==> config.mk <==
export PLATFORM = sky130hd
export DESIGN_NAME = ecc_agp_error_status_flags
export DESIGN_NICKNAME = d
export VERILOG_FILES = /design/src/include/ecc_err_pkg.sv /design/src/core/ecc_agp_error_status_flags.sv /design/src/core/flag_cell.sv
export VERILOG_INCLUDE_DIRS = /design/src /design/src/include
export SDC_FILE = /design/constraint.sdc
export NUM_CORES = 1
export LEC_CHECK = 0
export BUFFER_PORTS_ARGS = -buffer_cell sky130_fd_sc_hd__buf_2
export CAP_MARGIN = 20
export CORE_AREA = 2 2 125 127
export DETAILED_ROUTE_END_ITERATION = 7
export DIE_AREA = 0 0 127 129
export HOLD_SLACK_MARGIN = 0.02
export PLACE_DENSITY = 0.73
export SETUP_SLACK_MARGIN = 0.1
export SLEW_MARGIN = 0
export SYNTH_ARGS = -nofsm -noshare
export SYNTH_HDL_FRONTEND = slang
export SYNTH_SLANG_ARGS = --single-unit
==> constraint.sdc <==
create_clock -name clk -period 9.75 [get_ports clk]
set_clock_uncertainty 0.2 [all_clocks]
set_input_delay 1.95 -clock clk [delete_from_list [all_inputs] [get_ports clk]]
set_output_delay 1.95 -clock clk [all_outputs]
set_load 0.01 [all_outputs]
==> src/include/ecc_err_consts.svh <==
`ifndef ECC_ERR_CONSTS_SVH
`define ECC_ERR_CONSTS_SVH

// Register byte addresses
`define ADDR_STATUS     12'h0C8
`define ADDR_MSG_EN     12'h0CC
`define ADDR_LOG_ADDR   12'h0D0
`define ADDR_LOG_INFO   12'h0D4
`define ADDR_IRQ_MASK   12'h0D8
`define ADDR_GLOBAL     12'h0DC

// Status bit positions
`define BIT_SBE         0
`define BIT_BADCMD      1
`define BIT_BADXLATE    2
`define BIT_MBE         7

// Implemented status and message-enable bits
`define STS_IMPL_MASK   16'h0087
`define STS_RESET       16'h0000
`define CMD_IMPL_MASK   16'h0186
`define CMD_BIT_MBE     8
`define CMD_BIT_SBE     7
`define CMD_BIT_BADCMD  1
`define CMD_BIT_BADXL   2

// Log widths and reset synchronizer start value
`define LOG_ADDR_W      32
`define LOG_CHAN_W      2
`define LOG_DEV_W       3
`define RST_SYNC_INIT   2'h0

`endif

==> src/include/ecc_err_pkg.sv <==
package ecc_err_pkg;

  typedef struct packed {
    logic [31:0] addr;
    logic [1:0]  chan;
    logic [2:0]  dev;
  } err_sig_t;

  typedef struct packed {
    logic        sbe;
    logic        mbe;
    logic        badXlate;
    logic        badCmd;
    err_sig_t    sig;
  } err_evt_t;

  typedef struct packed {
    logic [15:0] sts;
    logic [15:0] cmd;
    logic [15:0] mask;
    logic        globalEn;
    err_sig_t    log;
    logic        msgPend;
    logic [31:0] rdata;
  } regs_state_t;

endpackage

==> src/core/ecc_agp_error_status_flags.sv <==
`timescale 1ns/100ps
`include "ecc_err_consts.svh"

// How it works
// - Bad aperture translation entry on graphics access sets status bit 2.
// - Bit 2 resets to 0 and clears only on a software write of one.
// - Malformed or unsupported graphics command sets bit 1; write one clears.
// - Corrected single-bit ECC read returns corrected data and sets bit 0.
// - Setting single-bit flag captures address, channel and device into log.
// - While single-bit flag set, later single-bit errors leave log untouched.
// - Multi-bit error overwrites log even when single-bit flag set; sets bit 7.
// - Writing one to bit 0 clears it and unlocks the log.
// - Flags set regardless of message reporting enables.
// - Enabled 0-to-1 flag transitions send one error message to the link.
// - Bit 7 locks the log until cleared; bits 7 and 0 tell error kind.
module ecc_agp_error_status_flags
  import ecc_err_pkg::*;
(
  // Clock and reset
  input  wire logic        clk,
  input  wire logic        rst_n,
  // APB slave
  input  wire logic        psel,
  input  wire logic        penable,
  input  wire logic        pwrite,
  input  wire logic [11:0] paddr,
  input  wire logic [31:0] pwdata,
  output logic             pready,
  output logic [31:0]      prdata,
  output logic             pslverr,
  // Error events
  input  wire logic        badXlateEv,
  input  wire logic        badCmdEv,
  input  wire logic        sbeEv,
  input  wire logic        mbeEv,
  input  wire logic [31:0] errAddr,
  input  wire logic [1:0]  errChan,
  input  wire logic [2:0]  errDev,
  // Read data correction
  input  wire logic [63:0] rdDataRaw,
  input  wire logic [63:0] rdSyndromeFix,
  output logic [63:0]      rdDataOut,
  // Error message to link
  output logic             errMsgReq,
  input  wire logic        errMsgAck,
  // Interrupt
  output logic             irq
);

  // ==========================================================
  // Reset release
  // ==========================================================
  logic [1:0] rstSync_ff;
  logic       rstSync_n;

  always_ff @(posedge clk or negedge rst_n) begin
    if (!rst_n) begin
      rstSync_ff <= `RST_SYNC_INIT;
    end else begin
      rstSync_ff <= {rstSync_ff[0], 1'b1};
    end
  end
  assign rstSync_n = rstSync_ff[1];

  // ==========================================================
  // Bus decode
  // ==========================================================
  regs_state_t state_ff;
  regs_state_t nxt_state;
  err_evt_t    ev;

  logic        wrEn;
  logic        rdEn;
  logic        hitSts;
  logic        hitCmd;
  logic        hitLogA;
  logic        hitLogI;
  logic        hitMask;
  logic        hitGlob;
  logic        hitAny;
  logic [15:0] w1c;

  assign ev.sbe      = sbeEv;
  assign ev.mbe      = mbeEv;
  assign ev.badXlate = badXlateEv;
  assign ev.badCmd   = badCmdEv;
  assign ev.sig      = '{addr: errAddr, chan: errChan, dev: errDev};

  assign hitSts  = (paddr == `ADDR_STATUS);
  assign hitCmd  = (paddr == `ADDR_MSG_EN);
  assign hitLogA = (paddr == `ADDR_LOG_ADDR);
  assign hitLogI = (paddr == `ADDR_LOG_INFO);
  assign hitMask = (paddr == `ADDR_IRQ_MASK);
  assign hitGlob = (paddr == `ADDR_GLOBAL);
  assign hitAny  = hitSts | hitCmd | hitLogA | hitLogI | hitMask | hitGlob;

  // Zero-wait slave; access phase completes in its first cycle
  assign pready  = 1'b1;
  assign pslverr = psel & penable & ~hitAny;
  assign wrEn    = psel & penable & pwrite;
  assign rdEn    = psel & ~penable & ~pwrite;
  assign w1c     = (wrEn & hitSts) ? pwdata[15:0] : 16'h0000;

  // ==========================================================
  // Sticky flags
  // ==========================================================
  logic [3:0] setVec;
  logic [3:0] clrVec;
  logic [3:0] flagVec;
  logic [3:0] riseVec;
  logic [3:0] enVec;

  assign setVec = {ev.mbe, ev.badXlate, ev.badCmd, ev.sbe};
  assign clrVec = {w1c[`BIT_MBE], w1c[`BIT_BADXLATE],
                   w1c[`BIT_BADCMD], w1c[`BIT_SBE]};
  assign enVec  = {state_ff.cmd[`CMD_BIT_MBE],
                   state_ff.cmd[`CMD_BIT_BADXL],
                   state_ff.cmd[`CMD_BIT_BADCMD],
                   state_ff.cmd[`CMD_BIT_SBE]};

  genvar gi;
  generate
    for (gi = 0; gi < 4; gi++) begin : g_flag
      flag_cell u_flag (
        .clk       (clk),
        .rstSync_n (rstSync_n),
        .setEv     (setVec[gi]),
        .clrEv     (clrVec[gi]),
        .flag      (flagVec[gi]),
        .rise      (riseVec[gi])
      );
    end
  endgenerate

  // ==========================================================
  // Next state
  // ==========================================================
  logic sbeLocked;
  logic mbeLocked;

  assign sbeLocked = flagVec[0];
  assign mbeLocked = flagVec[3];

  always_comb begin
    nxt_state = state_ff;
    nxt_state.sts = 16'h0000;
    nxt_state.sts[`BIT_SBE]     = flagVec[0];
    nxt_state.sts[`BIT_BADCMD]  = flagVec[1];
    nxt_state.sts[`BIT_BADXLATE] = flagVec[2];
    nxt_state.sts[`BIT_MBE]     = flagVec[3];

    // Multi-bit signature wins over any single-bit capture
    if (ev.mbe && !mbeLocked) begin
      nxt_state.log = ev.sig;
    end else if (ev.sbe && !sbeLocked && !mbeLocked) begin
      nxt_state.log = ev.sig;
    end

    // One pending message per enabled rising edge; extra edges merge
    if (state_ff.globalEn && |(riseVec & enVec)) begin
      nxt_state.msgPend = 1'b1;
    end else if (errMsgAck) begin
      nxt_state.msgPend = 1'b0;
    end

    if (wrEn && hitCmd) begin
      nxt_state.cmd = pwdata[15:0] & `CMD_IMPL_MASK;
    end
    if (wrEn && hitMask) begin
      nxt_state.mask = pwdata[15:0] & `STS_IMPL_MASK;
    end
    if (wrEn && hitGlob) begin
      nxt_state.globalEn = pwdata[0];
    end

    // Read data registered in setup so it is stable in access phase
    if (rdEn) begin
      nxt_state.rdata = 32'h0000_0000;
      if (hitSts) begin
        // Live flags, so a read right after an event already sees it
        nxt_state.rdata[15:0] = nxt_state.sts;
      end
      if (hitCmd) begin
        nxt_state.rdata[15:0] = state_ff.cmd;
      end
      if (hitLogA) begin
        nxt_state.rdata = state_ff.log.addr;
      end
      if (hitLogI) begin
        nxt_state.rdata[4:0] = {state_ff.log.chan, state_ff.log.dev};
      end
      if (hitMask) begin
        nxt_state.rdata[15:0] = state_ff.mask;
      end
      if (hitGlob) begin
        nxt_state.rdata[0] = state_ff.globalEn;
      end
    end
  end

  always_ff @(posedge clk or negedge rstSync_n) begin
    if (!rstSync_n) begin
      state_ff <= '0;
    end else begin
      state_ff <= nxt_state;
    end
  end

  // ==========================================================
  // Outputs
  // ==========================================================
  logic [63:0] rdData_ff;

  // Corrected word is the raw word with the flipped bit restored
  always_ff @(posedge clk or negedge rstSync_n) begin
    if (!rstSync_n) begin
      rdData_ff <= 64'h0000_0000_0000_0000;
    end else begin
      rdData_ff <= rdDataRaw ^ rdSyndromeFix;
    end
  end

  assign rdDataOut = rdData_ff;
  assign prdata    = state_ff.rdata;
  assign errMsgReq = state_ff.msgPend;
  assign irq       = |(state_ff.sts & state_ff.mask);

endmodule

==> src/core/flag_cell.sv <==
`timescale 1ns/100ps
`include "ecc_err_consts.svh"

// One write-one-to-clear sticky flag; a set always beats a clear
module flag_cell (
  // Clock and reset
  input  wire logic clk,
  input  wire logic rstSync_n,
  // Control
  input  wire logic setEv,
  input  wire logic clrEv,
  // State
  output logic      flag,
  output logic      rise
);

  typedef struct packed {
    logic flag;
  } cell_t;

  cell_t state_ff;
  cell_t nxt_state;

  always_comb begin
    nxt_state = state_ff;
    if (setEv) begin
      nxt_state.flag = 1'b1;
    end else if (clrEv) begin
      nxt_state.flag = 1'b0;
    end
  end

  always_ff @(posedge clk or negedge rstSync_n) begin
    if (!rstSync_n) begin
      state_ff <= '0;
    end else begin
      state_ff <= nxt_state;
    end
  end

  assign flag = state_ff.flag;
  assign rise = setEv & ~state_ff.flag;

endmodule

==> run_results.csv <==
group,metric,value,unit
sta,setup_tns,0,ps
drt,vias_per_cell,4.78,
global_route,grt_pass1_wl,23300,um
floorplanning,pin_count,319,
floorplanning,die_x,127,um
yosys,synth_area_per_cell,14.2,um^2
clock_network,numCtsBuffers,17,
placed_design,port_buffers,290,
clock_network,cts_tree,"built",
sta,worstMarginPinSlew,1040,ps
final_layout,layout_commonest_cell,"buf_2",
sta,fin_crit_sh,54.6,%
critical_path,crit_fanout,5,
yosys,synthFlopType,"dfrtp_1",
critical_path,r2r_end,"state_ff[49]",
clock_network,clockRootBuffer,"clkbuf_16",
drt,drt-initial-drc-count,223,
drt,detailroute.via_count,4296,
yosys,synth_seq_cells,153,
critical_path,cp.buffers_inverters,2,
critical_path,cpMaxStageDelayCell,"nor4_4",
yosys,ys_warn_count,0,
pwr,ir_drop,104,uV
sta,min_period,5320,ps
drt,ant_nets,0,
global_route,grt_overflow,0,
sta,rsz0062_at_grt,"false",
clock_network,post_cts_resized,0,
yosys,synth_edf_count,0,
sta,fin_hold_ws,137,ps
clock_network,path_clk_slew,60,ps
global_route,grt_pass1_vias,4622,
global_route,grtUsageTotal,18.7,%
yosys,synth_top_area_share,62.8,%
critical_path,cp.required,7600,ps
yosys,ys_seq_area_share,62.8,%
drt,drcViolationCount,0,
sta,hold_viol,0,
clock_network,hold_buffers,0,
placed_design,gp_congestion,0.862,
final_layout,area_delta_synth_final,34.5,%
final_layout,final_cell_mix,"buf_2, dfrtp_1, xor2_1",
sta,setup_viol,0,
yosys,synth_top_area_cell,"dfrtp_1",
yosys,synth.distinct_cells,45,
floorplanning,fp-row-count,45,
critical_path,cp_common_cell,"buf_2",
floorplanning,core,15000,um^2
critical_path,max_stage_delay,420,ps
global_route,antenna_found_initial,2,
job,max_cap_violations,0,
clock_network,clk_latency,420,ps
clock_network,cts_htree_levels,4,
critical_path,crit_arrival,3170,ps
pwr,power.density_cell_area,196,nW/um^2
pwr,power_leakage,4.22,nW
critical_path,cp_num_cells,5,
critical_path,path_class,"in2out",
drt,finalWirelength,15000,um
drt,firstDrtPassIters,4,
floorplanning,dieHeight,129,um
final_layout,fillers,1297,
final_layout,finalNonFillerCells,898,
clock_network,cts.sinks,153,
critical_path,worstRegToRegCells,5,
sta,slew_headroom,30.8,%
placed_design,place_inst,865,
clock_network,max-clock-path-buffers,2,
final_layout,finalNetCount,916,
final_layout,drive_gt1_share,53.1,%
yosys,synthTopCellsByArea,"dfrtp_1, xor2_1, mux2_2",
final_layout,n_antenna_cell,0,
yosys,ys_async_sr_fraction,100,%
clock_network,cts_setup_buffers,0,
sta,slew_viol_final,0,
critical_path,crit_chain,"buf_2 -> nor4_4 -> nand3_1 -> o211a_1 -> buf_2",
drt,wl_per_cell,16.7,um
critical_path,endpoint_kind,"primary output",
critical_path,crit_family,"simple AND/OR/NAND/NOR gates",
min_path,hp-class,"reg2async",
critical_path,r2r_start,"g_flag[0].u_flag.flag",
floorplanning,die_area,16400,um^2
sta,fmax,188,MHz
critical_path,startpoint,"paddr[9]",
outcome,status,"completed",
critical_path,worstSetupStartpointType,"primary input",
placed_design,dp_hpwl,11400,um
critical_path,reg2reg_setup_slack,7870,ps
floorplanning,start_util,40.7,%
yosys,synth_cells,429,
global_route,grt_max_degree,56,
yosys,syn_area,6100,um^2
-- layer usage --
| layer | GRT usage, % | up-vias | wire, um |
|---|---|---|---|
| met3 | 6.86 | 26 | 1190 |
| li1 | - | 1973 | - |
| met5 | 0 | - | 8 |
| met1 | 20.3 | 2102 | 5450 |
| met4 | 7.82 | 2 | 303 |
| met2 | 33.1 | 193 | 8080 |
-- synth_stat cells, drive strengths merged, types with 4 or more instances --
| cell type | instances |
|---|---|
| dfrtp | 153 |
| xor2 | 64 |
| mux2 | 46 |
| buf | 41 |
| a22o | 25 |
| nand2 | 18 |
| nor2 | 12 |
| o21ai | 7 |
| nand3 | 6 |
| a21o | 5 |
| clkbuf | 5 |
| inv | 4 |
| mux2i | 4 |
| o22ai | 4 |
-- layout make-up --
type	instances	area, um^2	area share (%)
clock inverter	14	241	2.95
tap	188	235	2.87
clock buffer	18	439	5.36
inverter	4	15.0	0.183
timing repair buffer	294	1490	18.2
sequential	153	3830	46.8
multi-input combinational	227	1940	23.7
-- worst max-delay path by stage --
stage | to | slack (ps)
floorplan | pslverr | 4800
global placement | pslverr | 4470
detailed placement | pslverr | 4420
CTS | pslverr | 4400
global route | pslverr | 4320
finish | pslverr | 4430
-- where the power goes --
group / switching (mW) / total, mW / internal [mW]
logic: 0.0747 / 0.149 / 0.0746
clock network: 0.264 / 0.753 / 0.489
registers: 0.0214 / 0.704 / 0.682
-- kinds of logic after synthesis --
family                 synth area share (%)
other                                0.0615
multiplexers                           9.65
AO/OA/AOI/OAI                          7.29
buffers and inverters                  5.52
flip-flops                             62.8
XOR/XNOR                               9.20
AND/OR/NAND/NOR                        5.48
-- stage by stage --
stage	total power [mW]	cell area (um^2)	util [%]	worst slack, ps
5_1_grt	1.67	8200	54.7	4320
4_1_cts	1.63	8180	54.6	4400
3_5_place_dp	0.867	7500	50.1	4420
6_report	1.61	8200	54.7	4430
2_1_floorplan	0.777	6100	-	4800
3_3_place_gp	0.859	7500	50.1	4470
-- flip-flops by register name (all words and copies together) (netlist names) --
register            count
rdDataOut              64
state_ff               46
prdata                 32
enVec                   4
g_flag.u_flag.flag      4
rstSync_ff              2
errMsgReq               1
No activity file was read; power rests on OpenSTA's default activity.
